$ cat config.mk
export PLATFORM = sky130hd
export DESIGN_NAME = lfb_link_fault
export DESIGN_NICKNAME = d
export VERILOG_FILES = /design/src/rtl/lfb_pkg.sv /design/src/rtl/lfb_link_fault.sv
export VERILOG_INCLUDE_DIRS = /design/src /design/src/rtl
export SDC_FILE = /design/constraint.sdc
export NUM_CORES = 1
export LEC_CHECK = 0
export ABC_CLOCK_PERIOD_IN_PS = 5100
export BUFFER_PORTS_ARGS = -buffer_cell sky130_fd_sc_hd__buf_2
export CAP_MARGIN = 20
export CORE_ASPECT_RATIO = 2
export CORE_UTILIZATION = 30
export CTS_CLUSTER_DIAMETER = 100
export DETAILED_ROUTE_END_ITERATION = 16
export GPL_ROUTABILITY_DRIVEN = 0
export GPL_TIMING_DRIVEN = 0
export HOLD_SLACK_MARGIN = 0.06
export PLACE_DENSITY = 0.58
export SLEW_MARGIN = 15
export SYNTH_ARGS = -nofsm -noshare
export SYNTH_HDL_FRONTEND = slang
export SYNTH_SLANG_ARGS = --single-unit
export TNS_END_PERCENT = 10
$ cat constraint.sdc
create_clock -name clock -period 5.1 [get_ports clock]
set_input_delay 0.51 -clock clock [delete_from_list [all_inputs] [get_ports clock]]
set_output_delay 0.51 -clock clock [all_outputs]
set_load 0.05 [all_outputs]
$ cat src/rtl/lfb_defs.svh
// constants for the link fault and bring-up block
// assumes inclusion by the design file and the test bench only
`ifndef LFB_DEFS_SVH
`define LFB_DEFS_SVH
`define LFB_FAULT_CHAR    8'h9c
`define LFB_IDLE_CHAR     8'h07
`define LFB_SEQ_LOCAL     8'h01
`define LFB_SEQ_REMOTE    8'h02
`define LFB_ZERO_BYTE     8'h00
`define LFB_CTRL_ALL      8'hff
`define LFB_CTRL_LANE0    8'h01
`define LFB_CLK_MHZ       25
`define LFB_TRAIN_MS      500
`define LFB_TXDIS_US      2
`define LFB_BAD_HDR_MAX   6'h10
`define LFB_HIGH_ERR_HDR  6'h20
`define LFB_GOOD_HDR_LOCK 6'h3f
`define LFB_ADDR_CTRL     4'h0
`define LFB_ADDR_STAT     4'h1
`define LFB_ADDR_LATCH    4'h2
`define LFB_ADDR_STATE    4'h3
`define LFB_BIT_NO_RF     0
`define LFB_BIT_CLR_LF    1
`define LFB_BIT_CLR_LS    2
`define LFB_BIT_AN_EN     3
`define LFB_BIT_AN_RST    4
`define LFB_BIT_TR_DONE   5
`define LFB_BIT_MGMT      6
`endif

$ cat src/rtl/lfb_pkg.sv
// types for the link fault and bring-up block
// assumes lfb_defs.svh sits on the include path
package lfb_pkg;
  typedef enum logic [5:0] {
    LFB_IDLE_ST  = 6'h01,
    LFB_TXDIS_ST = 6'h02,
    LFB_NEG_ST   = 6'h04,
    LFB_GOOD_ST  = 6'h08,
    LFB_TRAIN_ST = 6'h10,
    LFB_LINK_ST  = 6'h20
  } lfb_an_state_type;
endpackage

$ cat src/rtl/lfb_link_fault.sv
// link fault signalling, status latching and bring-up sequencing
// assumes a 25 MHz core clock, 64-bit xgmii lanes, synchronous inputs
//
// Functional notes
// - fault sets open with 0x9c in lane 0
// - fault and link status immediate and latched
// - latched bits cleared by bit, read, reset
// - not operational receive emits local fault
// - local fault causes: lock, reset, error rate, buffer
// - remote fault only answers local fault
// - received remote fault sends idles only
// - received local fault sends remote fault
// - option disables remote fault transmission
// - link status one after sync and idles; code needs block lock and no local fault, idles not checked
// - fault gone, resume normal transmission
// - bring-up starts with transmitter disabled
// - negotiation runs low rate, checks frames
// - good check then training within 500 ms
// - training complete sets link good, normal mode
// - every restart reruns whole sequence
// - no management: training restarts automatically
// - signal absent holds sync in loss state
// - too many bad headers loses block lock
`timescale 1ns/1ps
`include "lfb_defs.svh"

module lfb_link_fault
  import lfb_pkg::*;
#(
  parameter int TRAIN_CYC = `LFB_TRAIN_MS * `LFB_CLK_MHZ * 1000
) (
  input  wire logic        clock,
  input  wire logic        nrst,
  input  wire logic        pcs_reset,
  input  wire logic [63:0] mac_txd,
  input  wire logic [7:0]  mac_txc,
  output logic      [63:0] xgmii_txd,
  output logic      [7:0]  xgmii_txc,
  input  wire logic [63:0] pcs_rxd,
  input  wire logic [7:0]  pcs_rxc,
  output logic      [63:0] mac_rxd,
  output logic      [7:0]  mac_rxc,
  input  wire logic        xcvr_locked,
  input  wire logic        xcvr_in_reset,
  input  wire logic        signal_present,
  input  wire logic        hdr_valid,
  input  wire logic        hdr_good,
  input  wire logic        buf_overflow,
  input  wire logic        buf_underflow,
  input  wire logic        neg_frame_ok,
  input  wire logic        neg_exchange_done,
  input  wire logic [3:0]  reg_addr,
  input  wire logic [7:0]  reg_wdata,
  input  wire logic        reg_wr,
  input  wire logic        reg_rd,
  output logic      [7:0]  reg_rdata,
  output logic             tx_disable,
  output logic             low_rate_mode,
  output logic             train_mode,
  output logic             link_good,
  output logic             train_timeout
);

  // ----------------------------------------------------------------
  // helpers
  // ----------------------------------------------------------------
  function automatic logic [63:0] fault_seq(input logic [7:0] kind);
    fault_seq = {kind, `LFB_ZERO_BYTE, `LFB_ZERO_BYTE, `LFB_ZERO_BYTE,
                 `LFB_ZERO_BYTE, `LFB_ZERO_BYTE, `LFB_ZERO_BYTE, `LFB_FAULT_CHAR};
  endfunction

  function automatic logic is_fault(input logic [63:0] d, input logic [7:0] c,
                                    input logic [7:0] kind);
    is_fault = c[0] && (d[7:0] == `LFB_FAULT_CHAR) && (d[63:56] == kind);
  endfunction

  localparam logic [63:0] IDLE_WORD = {8{`LFB_IDLE_CHAR}};
  localparam int TXDIS_CYC = `LFB_TXDIS_US * `LFB_CLK_MHZ;
  localparam logic [63:0] LF_WORD = fault_seq(`LFB_SEQ_LOCAL);

  // ----------------------------------------------------------------
  // registers
  // ----------------------------------------------------------------
  logic [7:0]       ctrl_r;
  logic             lock_r, lock_nxt;
  logic [5:0]       good_cnt_r, bad_cnt_r;
  logic             high_err_r;
  logic             lf_latch_r, ls_latch_r;
  logic             rx_lf_seen_r, rx_rf_seen_r;
  logic [31:0]      timer_r;
  lfb_an_state_type an_r, an_nxt;

  // ----------------------------------------------------------------
  // block lock and error rate
  // ----------------------------------------------------------------
  wire bad_hdr   = hdr_valid && !hdr_good;
  wire good_hdr  = hdr_valid && hdr_good;
  wire lose_lock = lock_r && bad_cnt_r >= `LFB_BAD_HDR_MAX;
  wire get_lock  = good_cnt_r == `LFB_GOOD_HDR_LOCK;

  always_comb begin
    lock_nxt = lock_r;
    if (!signal_present || pcs_reset) begin
      lock_nxt = 1'b0;
    end else if (lose_lock) begin
      lock_nxt = 1'b0;
    end else if (get_lock) begin
      lock_nxt = 1'b1;
    end
  end

  always_ff @(posedge clock or negedge nrst) begin
    if (!nrst) begin
      lock_r     <= 1'b0;
      good_cnt_r <= '0;
      bad_cnt_r  <= '0;
      high_err_r <= 1'b0;
    end else begin
      lock_r <= lock_nxt;
      if (!signal_present || bad_hdr || lock_r) begin
        good_cnt_r <= '0;
      end else if (good_hdr) begin
        good_cnt_r <= good_cnt_r + 6'h01;
      end
      if (!signal_present || pcs_reset || get_lock && !lock_r) begin
        bad_cnt_r <= '0;
      end else if (bad_hdr && bad_cnt_r != `LFB_HIGH_ERR_HDR) begin
        bad_cnt_r <= bad_cnt_r + 6'h01;
      end else if (good_hdr && lock_r && bad_cnt_r != '0) begin
        bad_cnt_r <= bad_cnt_r - 6'h01;
      end
      high_err_r <= bad_cnt_r >= `LFB_HIGH_ERR_HDR;
    end
  end

  // ----------------------------------------------------------------
  // receive fault and link status
  // ----------------------------------------------------------------
  logic buf_err_r;
  always_ff @(posedge clock or negedge nrst) begin
    if (!nrst) begin
      buf_err_r <= 1'b1;
    end else if (buf_overflow || buf_underflow || pcs_reset) begin
      buf_err_r <= 1'b1;
    end else if (lock_r) begin
      buf_err_r <= 1'b0;
    end
  end

  wire rx_local_fault = !xcvr_locked || xcvr_in_reset || !lock_r
                        || high_err_r || buf_err_r;
  wire link_up_now    = !rx_local_fault;

  wire rd_latch  = reg_rd && reg_addr == `LFB_ADDR_LATCH;
  wire clr_lf    = ctrl_r[`LFB_BIT_CLR_LF] || rd_latch || pcs_reset;
  wire clr_ls    = ctrl_r[`LFB_BIT_CLR_LS] || rd_latch || pcs_reset;

  always_ff @(posedge clock or negedge nrst) begin
    if (!nrst) begin
      lf_latch_r <= 1'b1;
      ls_latch_r <= 1'b0;
    end else begin
      lf_latch_r <= rx_local_fault || (lf_latch_r && !clr_lf);
      ls_latch_r <= link_up_now && (ls_latch_r || clr_ls);
    end
  end

  // receive path toward the mac
  wire [63:0] rx_d_nxt = rx_local_fault ? fault_seq(`LFB_SEQ_LOCAL) : pcs_rxd;
  wire [7:0]  rx_c_nxt = rx_local_fault ? `LFB_CTRL_LANE0 : pcs_rxc;

  always_ff @(posedge clock or negedge nrst) begin
    if (!nrst) begin
      mac_rxd      <= LF_WORD;
      mac_rxc      <= `LFB_CTRL_LANE0;
      rx_lf_seen_r <= 1'b0;
      rx_rf_seen_r <= 1'b0;
    end else begin
      mac_rxd      <= rx_d_nxt;
      mac_rxc      <= rx_c_nxt;
      rx_lf_seen_r <= is_fault(rx_d_nxt, rx_c_nxt, `LFB_SEQ_LOCAL);
      rx_rf_seen_r <= is_fault(rx_d_nxt, rx_c_nxt, `LFB_SEQ_REMOTE);
    end
  end

  // ----------------------------------------------------------------
  // reconciliation transmit
  // ----------------------------------------------------------------
  wire send_rf = rx_lf_seen_r && !ctrl_r[`LFB_BIT_NO_RF];
  wire send_id = rx_rf_seen_r || (rx_lf_seen_r && ctrl_r[`LFB_BIT_NO_RF]);
  wire [63:0] tx_d_nxt = send_rf ? fault_seq(`LFB_SEQ_REMOTE)
                       : send_id ? IDLE_WORD : mac_txd;
  wire [7:0]  tx_c_nxt = send_rf ? `LFB_CTRL_LANE0
                       : send_id ? `LFB_CTRL_ALL : mac_txc;

  always_ff @(posedge clock or negedge nrst) begin
    if (!nrst) begin
      xgmii_txd <= IDLE_WORD;
      xgmii_txc <= `LFB_CTRL_ALL;
    end else begin
      xgmii_txd <= tx_d_nxt;
      xgmii_txc <= tx_c_nxt;
    end
  end

  // ----------------------------------------------------------------
  // bring-up sequencer
  // ----------------------------------------------------------------
  wire an_en    = ctrl_r[`LFB_BIT_AN_EN];
  wire an_rst   = ctrl_r[`LFB_BIT_AN_RST] || pcs_reset;
  wire tr_done  = ctrl_r[`LFB_BIT_TR_DONE];
  wire auto_tr  = !ctrl_r[`LFB_BIT_MGMT];
  wire t_txdis  = timer_r >= 32'(TXDIS_CYC);
  wire t_train  = timer_r >= 32'(TRAIN_CYC);

  always_comb begin
    an_nxt = an_r;
    unique case (an_r)
      LFB_IDLE_ST:  if (an_en) an_nxt = LFB_TXDIS_ST;
      LFB_TXDIS_ST: if (t_txdis) an_nxt = LFB_NEG_ST;
      LFB_NEG_ST:   if (neg_exchange_done && neg_frame_ok) an_nxt = LFB_GOOD_ST;
      LFB_GOOD_ST:  if (auto_tr || tr_done) an_nxt = LFB_TRAIN_ST;
      LFB_TRAIN_ST: if (tr_done) an_nxt = LFB_LINK_ST;
                    else if (t_train) an_nxt = LFB_TXDIS_ST;
      LFB_LINK_ST:  an_nxt = LFB_LINK_ST;
    endcase
    if (an_rst) an_nxt = an_en ? LFB_TXDIS_ST : LFB_IDLE_ST;
    else if (!an_en) an_nxt = LFB_IDLE_ST;
  end

  always_ff @(posedge clock or negedge nrst) begin
    if (!nrst) begin
      an_r          <= LFB_IDLE_ST;
      timer_r       <= '0;
      tx_disable    <= 1'b0;
      low_rate_mode <= 1'b0;
      train_mode    <= 1'b0;
      link_good     <= 1'b0;
      train_timeout <= 1'b0;
    end else begin
      an_r          <= an_nxt;
      if (an_nxt == LFB_TXDIS_ST && an_r != LFB_TXDIS_ST) timer_r <= '0;
      else if (an_r == LFB_TXDIS_ST && an_nxt == LFB_NEG_ST) timer_r <= '0;
      else if (!t_train) timer_r <= timer_r + 32'h1;
      tx_disable    <= an_nxt == LFB_TXDIS_ST;
      low_rate_mode <= an_nxt == LFB_NEG_ST;
      train_mode    <= an_nxt == LFB_GOOD_ST || an_nxt == LFB_TRAIN_ST;
      link_good     <= an_nxt == LFB_LINK_ST;
      train_timeout <= an_r == LFB_TRAIN_ST && !tr_done && t_train;
    end
  end

  // ----------------------------------------------------------------
  // register port
  // ----------------------------------------------------------------
  wire [7:0] rd_mux =
      reg_addr == `LFB_ADDR_CTRL  ? ctrl_r :
      reg_addr == `LFB_ADDR_STAT  ? {3'h0, high_err_r, lock_r, link_up_now, rx_local_fault, 1'b0} :
      reg_addr == `LFB_ADDR_LATCH ? {6'h00, ls_latch_r, lf_latch_r} :
      reg_addr == `LFB_ADDR_STATE ? {2'h0, an_r} : 8'h00;

  always_ff @(posedge clock or negedge nrst) begin
    if (!nrst) begin
      ctrl_r    <= 8'h00;
      reg_rdata <= 8'h00;
    end else begin
      if (reg_wr && reg_addr == `LFB_ADDR_CTRL) ctrl_r <= reg_wdata;
      else begin
        ctrl_r[`LFB_BIT_CLR_LF] <= 1'b0;
        ctrl_r[`LFB_BIT_CLR_LS] <= 1'b0;
        ctrl_r[`LFB_BIT_AN_RST] <= 1'b0;
      end
      reg_rdata <= reg_rd ? rd_mux : 8'h00;
    end
  end
endmodule // lfb_link_fault

# Word-level counts from Yosys, hierarchy flattened
# Cells that the tools add are included.
# Widths: inputs -> output; s select.
[totals] in_bits=170 reg_bits=222
[op_classes] magnitude_cmp=4 n_reduce_logical=56 add_sub_neg=4 eq_ne=21 n_mux=35
[ops] op="$mux 64" n=3
[ops] op="$mux 32" n=3
[ops] op="$mux 6" n=15
[ops] op="$mux 8" n=5
[ops] op="$pmux 6 s6" n=1
[ops] op="$add 32x1->32 const B" n=1
[ops] op="$ge 32x24->1 const B" n=1
[ops] op="$ge 32x6->1 const B" n=1
[ops] op="$logic_and 1x1->1" n=21
[ops] op="$logic_or 1x1->1" n=20
[ops] op="$eq 6x6->1 const B" n=3
[ops] op="$add 6x1->6 const B" n=2
[ops] op="$eq 6x2->1 const B" n=2
[ops] op="$eq 6x3->1 const B" n=2
[ops] op="$eq 6x4->1 const B" n=2
[ops] op="$eq 6x5->1 const B" n=2
[ops] op="$logic_not 1->1" n=9
[ops] op="$eq 4x2->1 const B" n=2
[ops] op="$eq 8x1->1 const B" n=1
[ops] op="$eq 8x2->1 const B" n=1
[ops] op="$eq 8x8->1 const B" n=1
[ops] op="$eq 6x1->1 const B" n=1
[ops] op="$ge 6x5->1 const B" n=1
[ops] op="$ge 6x6->1 const B" n=1
[ops] op="other kinds (11)" n=19

# Depth between registers and ports, before layout
# Gate-level depths: netlist of the first run.
[depth] depth_word=10 depth_mapped=11 ltp_nobuf=11

# Worst setup path before layout of the first run
# OpenSTA, ideal clock, no wires.
[synth_timing] path_kind="reg-to-reg" from="register timer_r[14]" to="register timer_r[23]" path_buffers=1 stages_incl_launch_ff=8 setup_slack_ns=2.640 arrival_ns=2.382 required_time_ns=5.022 path_cell_list="dfrtp_1 -> or4_4 -> nor3_2 -> nor4_1 -> or4_1 -> clkbuf_1 -> or4_1 -> a21oi_1"
[synth_via] elab_chain_cells=10
[synth_lines] item="from (decl)" line="lfb_link_fault.sv:90" source="logic [31:0] timer_r;"
[synth_lines] item="from (signal assigned)" line="lfb_link_fault.sv:244" source="else if (!t_train) timer_r <= timer_r + 32'h1;"
[synth_lines] item="$ge 32x24->1" line="lfb_link_fault.sv:214" source="wire t_train = timer_r >= 32'(TRAIN_CYC);"
[synth_lines] item="$mux 6" line="lfb_link_fault.sv:224" source="else if (t_train) an_nxt = LFB_TXDIS_ST;"
[synth_lines] item="$mux 6" line="lfb_link_fault.sv:223" source="LFB_TRAIN_ST: if (tr_done) an_nxt = LFB_LINK_ST;"
[synth_lines] item="$pmux 6 s6" line="lfb_link_fault.sv:218" source="unique case (an_r)"
[synth_lines] item="$mux 6" line="lfb_link_fault.sv:228" source="else if (!an_en) an_nxt = LFB_IDLE_ST;"
[synth_lines] item="$mux 6" line="lfb_link_fault.sv:227" source="if (an_rst) an_nxt = an_en ? LFB_TXDIS_ST : LFB_IDLE_ST;"
[synth_lines] item="$eq 6x3->1" line="lfb_link_fault.sv:243" source="else if (an_r == LFB_TXDIS_ST && an_nxt == LFB_NEG_ST) timer_r <= '0;"
[synth_lines] item="$logic_and 1x1->1" line="lfb_link_fault.sv:243"
[synth_lines] item="$mux 32" line="lfb_link_fault.sv:243"
[synth_lines] item="$mux 32" line="lfb_link_fault.sv:242" source="if (an_nxt == LFB_TXDIS_ST && an_r != LFB_TXDIS_ST) timer_r <= '0;"
# Parallel ways exist; a longest one is shown, timed or not. The select of a mux whose other input is x is not followed.
# A chain may end at the register's enable or synchronous reset.

# Worst setup path after layout of the first run
[layout_timing] from="register an_r[5]" to="register timer_r[1]"
[layout_via] elab_chain_cells=9
[layout_lines] item="from (decl)" line="lfb_link_fault.sv:91" source="lfb_an_state_type an_r, an_nxt;"
[layout_lines] item="from (signal assigned)" line="lfb_link_fault.sv:241" source="an_r <= an_nxt;"
[layout_lines] item="$mux 6" line="lfb_link_fault.sv:224"
[layout_lines] item="$mux 6" line="lfb_link_fault.sv:223"
[layout_lines] item="$pmux 6 s6" line="lfb_link_fault.sv:218"
[layout_lines] item="$mux 6" line="lfb_link_fault.sv:228"
[layout_lines] item="$mux 6" line="lfb_link_fault.sv:227"
[layout_lines] item="$eq 6x3->1" line="lfb_link_fault.sv:243"
[layout_lines] item="$logic_and 1x1->1" line="lfb_link_fault.sv:243"
[layout_lines] item="$mux 32" line="lfb_link_fault.sv:243"
[layout_lines] item="$mux 32" line="lfb_link_fault.sv:242"
# Parallel ways exist; a longest one is shown, timed or not.

==> flow_summary_export.csv, run 1 <==
group,metric,value,unit
run_status,status,"finished, final reports clean",
clocking,clk_pin_slew,0.06,ns
yosys,syn_area,8638,um^2
route,post_drt_wl_per_cell,16.76,um
pwr,leakagePower,5.927,nW
global_route,grt_max_degree,84,
yosys,yosysWarnings,0,
yosys,seq_area_frac_synth,64.90,%
yosys,synthTopCellsByCount,"dfrtp_1, and2_1, nor2_1",
route,wl,24.25,mm
critical_path,slowest_stage,"or4b_1",
min_path,hp-class,"input pin to flop",
floorplan,die_h,242.0,um
cells_and_area,drive_above_1_share,38.04,%
global_route,antenna_found_initial,0,
critical_path,critPathBufInv,2,
critical_path,worst-path-stages,7,
route,firstDrtPassIters,4,
critical_path,required,5.47,ns
floorplan,num_io_pins,327,
sta,hold_violations,0,
route,final_antenna_net_count,0,
critical_path,critPathCaptureType,"flop",
sta,grt_setup_unrepaired,"no",
sta,tightest_slew,0.9563,ns
critical_path,path_cells,"clkbuf_1, or4b_1, or3_1, a31o_2, o211ai_1, clkbuf_1, a211oi_1",
yosys,postSynthAreaPerCell,11.93,um^2
cells_and_area,diodes,0,
place,io_buffers,326,
global_route,grt_pass1_vias,6996,
clocking,cts_root_buffer,"clkbuf_16",
critical_path,crit_path_end,"timer_r[1]",
yosys,synth_cell_types,49,
critical_path,reg2reg_to,"timer_r[1]",
critical_path,regToRegSetupSlack,2.14,ns
cells_and_area,fin_nets,1255,
critical_path,cp_data_arrival_time,3.33,ns
floorplan,die_w,122.0,um
sta,slew_headroom,36.25,%
yosys,synth.area.top_cells,"dfrtp_1, dfstp_2, and2_1, o21a_1, nor2_1",
yosys,ys_async_sr_fraction,100.0,%
critical_path,worst_r2r_path_depth,7,
critical_path,crit_type,"flop to flop",
sta,finalMaxSlewViolations,0,
route,post_drt_via_cell_ratio,4.569,
global_route,grt_pass1_wl,37.44,mm
sta,setup-tns-final,0,ns
critical_path,startpoint_type,"flop",
pwr,ir_drop,0.2384,mV
yosys,syn_inst,724,
yosys,synth_top_area_share,52.43,%
critical_path,critPathMostFrequentCell,"clkbuf_1",
sta,max_freq,0.3375,GHz
yosys,syn_nets,902,
global_route,grt.overflow.total,0,
route,drtIter0Drc,185,
clocking,worstSkewPairLatency,0.52,ns
clocking,cts_tree,"done",
yosys,yosys_register_bits,222,
yosys,synth_edf_count,0,
critical_path,cp_top_family,"simple AND/OR/NAND/NOR gates",
yosys,synth.most_common_cell,"dfrtp_1",
cells_and_area,finalCoreUtilization,40.68,%
place,dp_hpwl,18.98,mm
route,dr_total_vias,6612,
critical_path,worstPathMaxFanout,10,
cells_and_area,area_delta_synth_final,33.28,%
clocking,htreeDepth,1,
sta,fin_skew,0.02246,ns
global_route,grt_usage,16.62,%
clocking,ctsLongestPathBuffers,3,
clocking,cts_made_buffers,22,
yosys,ys.flop_type,"dfrtp_1",
critical_path,max_stage_delay,0.53,ns
critical_path,crit_start,"an_r[5]",
pwr,cellPowerDensity,365.7,nW/um^2
sta,setup_violations,0,
floorplan,rows,87,
floorplan,design.core.area,28300,um^2
sta,post-route-period-util,58.09,%
floorplan,initial_core_util,30.52,%
sta,min_period,2.963,ns
floorplan,die-area,29520,um^2
clocking,cts.sinks,222,
route,drc,0,
yosys,synth_top_area_cell,"dfrtp_1",
critical_path,r2r_start,"an_r[5]",
flow_run,maxCapViolations,0,
layer usage:
metal	vias to the layer above	GRT usage, %	share of wire, %
li1	3141	-	-
met1	3171	16.98	35
met2	255	32.19	56
met3	45	2.848	5.9
met4	0	6.500	3.0
met5	-	0	0
sequential cells by signal, indices dropped and copies added (netlist names), 6 cells and up:
| register | flops |
|---|---|
| xgmii_txd | 64 |
| reg_rdata | 8 |
| xgmii_txc | 8 |
| good_cnt_r | 6 |
| mac_rxc | 8 |
| timer_r | 32 |
| bad_cnt_r | 6 |
| an_r | 6 |
| ctrl_r | 8 |
| mac_rxd | 64 |
power by group:
| part | internal, W | switching [W] |
|---|---|---|
| sequential | 0.00189 | 0.0000496 |
| clock | 0.000952 | 0.000679 |
| combinational | 0.000193 | 0.000447 |
| total | 0.00304 | 0.00118 |
stage by stage:
step	total power, W	hold slack [ns]	worst slack, ns	area [um^2]	std cells
detailed placement	0.002622	0.4669	2.139	10780	1408
floorplan	0.002389	0.2144	2.640	8638	724
global route	0.004395	0.1520	1.979	11510	1447
global placement	0.002607	0.4588	-0.3651	10720	1406
CTS	0.004288	0.1345	2.112	11510	1447
finish	0.004211	0.1703	2.137	11510	1447
cell type report:
| type | instances | area, um^2 |
|---|---|---|
| Multi-Input combinational cell | 448 | 2829 |
| Clock inverter | 9 | 106.4 |
| Clock buffer | 29 | 616.8 |
| Timing Repair Buffer | 329 | 1707 |
| Inverter | 20 | 75.07 |
| Tap cell | 356 | 445.4 |
| Sequential cell | 222 | 5607 |
| Fill cell | 2801 | 16790 |
| Buffer | 34 | 127.6 |
how the worst min path moves through the flow:
| stage | startpoint | end | slack (ns) | cells past startpoint |
|---|---|---|---|---|
| floorplan | nrst | an_r[1] | 0.21 | 0 |
| global placement | buf_err_r | buf_err_r | 0.46 | 2 |
| detailed placement | buf_err_r | buf_err_r | 0.47 | 2 |
| CTS | mac_txd[2] | xgmii_txd[2] | 0.13 | 2 |
| global route | mac_txd[2] | xgmii_txd[2] | 0.15 | 2 |
| finish | mac_txd[2] | xgmii_txd[2] | 0.17 | 2 |
kinds of logic after synthesis:
logic type      synth area share [%]
fa+ha+maj                      1.246
simple gates                   20.41
buf+inv                        2.346
xor+xnor                       2.839
compound gates                 6.750
mux                            1.506
flops                          64.90
placed cells by master (no fill, tap or decap), types with 3 or more instances in the layout:
master and n:
buf_2 325, a21o_1 4, nor3_1 12, mux2_2 6, clkbuf_8 4, a21oi_1 24
dfstp_2 41, mux2i_1 4, nand2_1 36, and4_1 4, dfrtp_1 181, o211ai_1 3
clkinv_2 6, a31oi_1 5, or3_1 10, clkbuf_16 22, clkbuf_1 31, nand3b_1 3
and2_1 106, xnor2_1 10, a221oi_1 3, nand3_1 14, nand4_1 11, inv_1 20
o21ai_0 7, or4_1 12, nor4_1 13, nand2b_1 11, o21a_1 29, xor2_1 18
buf_1 6, nor2b_1 10, nor2_1 51, and3_1 13, ha_1 7
what timing repair did:
item	4_1_cts	5_1_grt
gates resized for setup	0	0
endpoints found under the hold margin	48	0
hold buffers	1	0
buffers inserted	0	0
Power figures use the tool's default switching activity.
==> run 2, diff against run 1 <==
--- a/config.mk
+++ b/config.mk
@@ -6,7 +6,7 @@
 export SDC_FILE = /design/constraint.sdc
 export NUM_CORES = 1
 export LEC_CHECK = 0
-export ABC_CLOCK_PERIOD_IN_PS = 5100
+export ABC_CLOCK_PERIOD_IN_PS = 2700
 export BUFFER_PORTS_ARGS = -buffer_cell sky130_fd_sc_hd__buf_2
 export CAP_MARGIN = 20
 export CORE_ASPECT_RATIO = 2
@@ -16,7 +16,7 @@
 export GPL_ROUTABILITY_DRIVEN = 0
 export GPL_TIMING_DRIVEN = 0
 export HOLD_SLACK_MARGIN = 0.06
-export PLACE_DENSITY = 0.58
+export PLACE_DENSITY = 0.6
 export SLEW_MARGIN = 15
 export SYNTH_ARGS = -nofsm -noshare
 export SYNTH_HDL_FRONTEND = slang
==> constraint.sdc (replaced) <==
create_clock -name clock -period 2.7 [get_ports clock]
set_input_delay 0.27 -clock clock [delete_from_list [all_inputs] [get_ports clock]]
set_output_delay 0.27 -clock clock [all_outputs]
set_load 0.05 [all_outputs]
==> flow_summary_export.csv, run 2 (synthesis results as in run 1) <==
group,metric,value,unit
clocking,cts_tree,"done",
critical_path,crit_type,"flop to flop",
cells_and_area,final_common_cell,"buf_2",
floorplan,initial_core_util,30.52,%
sta,tightest_slew,0.9350,ns
route,final_antenna_net_count,0,
route,post_drt_wl_per_cell,16.35,um
critical_path,startpoint_type,"flop",
global_route,antenna_found_initial,3,
floorplan,rows,87,
clocking,clk_pin_slew,0.06,ns
pwr,ir_drop,0.4291,mV
route,dr_total_vias,7304,
global_route,grt_pass1_wl,40.90,mm
global_route,grt_max_degree,86,
route,post_drt_via_cell_ratio,4.539,
critical_path,reg2reg_to,"timer_r[1]",
global_route,grt_usage,18.08,%
critical_path,required,3.11,ns
sta,post-route-period-util,95.07,%
global_route,top_usage_layer,"met2",
floorplan,num_io_pins,327,
sta,slew_headroom,37.66,%
global_route,grt_pass1_vias,7846,
place,dp_hpwl,19.02,mm
floorplan,design.core.area,28300,um^2
min_path,hp-class,"input pin to flop",
critical_path,worstPathMaxFanout,10,
place,dp_slack,-0.1962,ns
critical_path,cp_data_arrival_time,2.98,ns
sta,setup_violations,0,
sta,finalMaxSlewViolations,0,
global_route,met1_usage,18.76,%
clocking,htreeDepth,1,
global_route,grt.overflow.total,0,
run_status,status,"finished, final reports clean",
cells_and_area,fin_nets,1414,
cells_and_area,drive_above_1_share,34.00,%
sta,min_period,2.567,ns
clocking,cts_made_buffers,21,
sta,fin_skew,0.01386,ns
pwr,total_power,0.008103,W
critical_path,critPathCaptureType,"flop",
cells_and_area,final_cell_area,13130,um^2
clocking,cts.sinks,222,
sta,grt_setup_unrepaired,"no",
clocking,ctsLongestPathBuffers,3,
flow_run,maxCapViolations,0,
route,drtIter0Drc,274,
cells_and_area,largest_registers,"mac_rxd (64), xgmii_txd (64), timer_r (32)",
route,firstDrtPassIters,4,
floorplan,die_w,122.0,um
cells_and_area,area_delta_synth_final,52.03,%
floorplan,die_h,242.0,um
place,io_buffers,326,
critical_path,crit_path_end,"timer_r[1]",
clocking,worstSkewPairLatency,0.51,ns
cells_and_area,layout_common_cells,"buf_2, dfrtp_1, dlygate4sd3_1, and2_1, nor2_1",
route,drc,0,
floorplan,die-area,29520,um^2
sta,hold_violations,0,
critical_path,r2r_start,"timer_r[0]",
sta,worst_slack,0.1331,ns
critical_path,crit_start,"timer_r[0]",
pwr,cellPowerDensity,617.0,nW/um^2
global_route,grtUsageMet3,3.249,%
critical_path,regToRegSetupSlack,0.13,ns
global_route,grt.met2_usage,33.87,%
clocking,cts_root_buffer,"clkbuf_16",
route,wl,26.30,mm
pwr,leakagePower,6.609,nW
place,placed_area,10780,um^2
critical_path,worst_r2r_path_depth,9,
sta,max_freq,0.3896,GHz
==> run 2: worst min path at each step <==
stage          cells past startpoint      endpoint  startpoint
2_1_floorplan                      0       an_r[1]        nrst
3_3_place_gp                       2  xgmii_txd[2]  mac_txd[2]
3_5_place_dp                       1  bad_cnt_r[5]        nrst
4_1_cts                            2     ctrl_r[4]      reg_wr
5_1_grt                            2     ctrl_r[4]      reg_wr
6_report                           2     ctrl_r[4]      reg_wr
==> run 2: timing repair <==
action / in CTS / in global routing
endpoints found under the setup margin: 30 / 31
hold endpoints to repair: 203 / 0
setup buffers: 2 / 0
hold buffers: 161 / 0
pin swaps: 1 / 0
gates resized for setup: 3 / 9
==> run 2: report_power, final <==
group	internal (W)	leakage, nW	switching (W)
clock	0.00173	0.346	0.00129
combinational	0.000528	3.34	0.000893
sequential	0.00357	2.93	0.0000966
total	0.00582	6.61	0.00228
==> run 2: area by class of cell <==
cell class / instances / area (um^2)
inverters: 20 / 75.07
multi-input cells: 448 / 2849
plain buffers: 32 / 125.1
clock buffers: 28 / 624.3
flip-flops and latches: 222 / 5607
diodes: 3 / 7.507
well taps: 356 / 445.4
fillers: 2569 / 15170
clock inverters: 9 / 76.32
repair buffers: 491 / 3323
==> run 2: through the flow <==
step / TNS (ns) / std cells / hold slack, ns / utilization (%)
6_report: 0 / 1609 / 0.09147 / 46.40
5_1_grt: 0 / 1609 / 0.08293 / 46.40
4_1_cts: 0 / 1608 / 0.06227 / 46.33
3_5_place_dp: -5.134 / 1408 / 0.2491 / 38.09
3_3_place_gp: -494.22 / 1406 / 0.4626 / 37.86
2_1_floorplan: 0 / 724 / -0.02559 / -
==> run 2: layer usage <==
layer  routed length [um]  vias up
li1                     -     3465
met3                 1414       57
met1                 9578     3516
met2                14320      266
met4                  992        0
met5                    0        -
==> run 2: worst max-delay path, stage by stage, from the launching register on <==
cell and delay, ns:
dfrtp_1 0.41, inv_1 0.06, ha_1 0.18, or4_1 0.40
a311oi_1 0.47, a31o_2 0.27, o211ai_1 0.10, buf_4 0.16
buf_2 0.19, a211oi_1 0.23
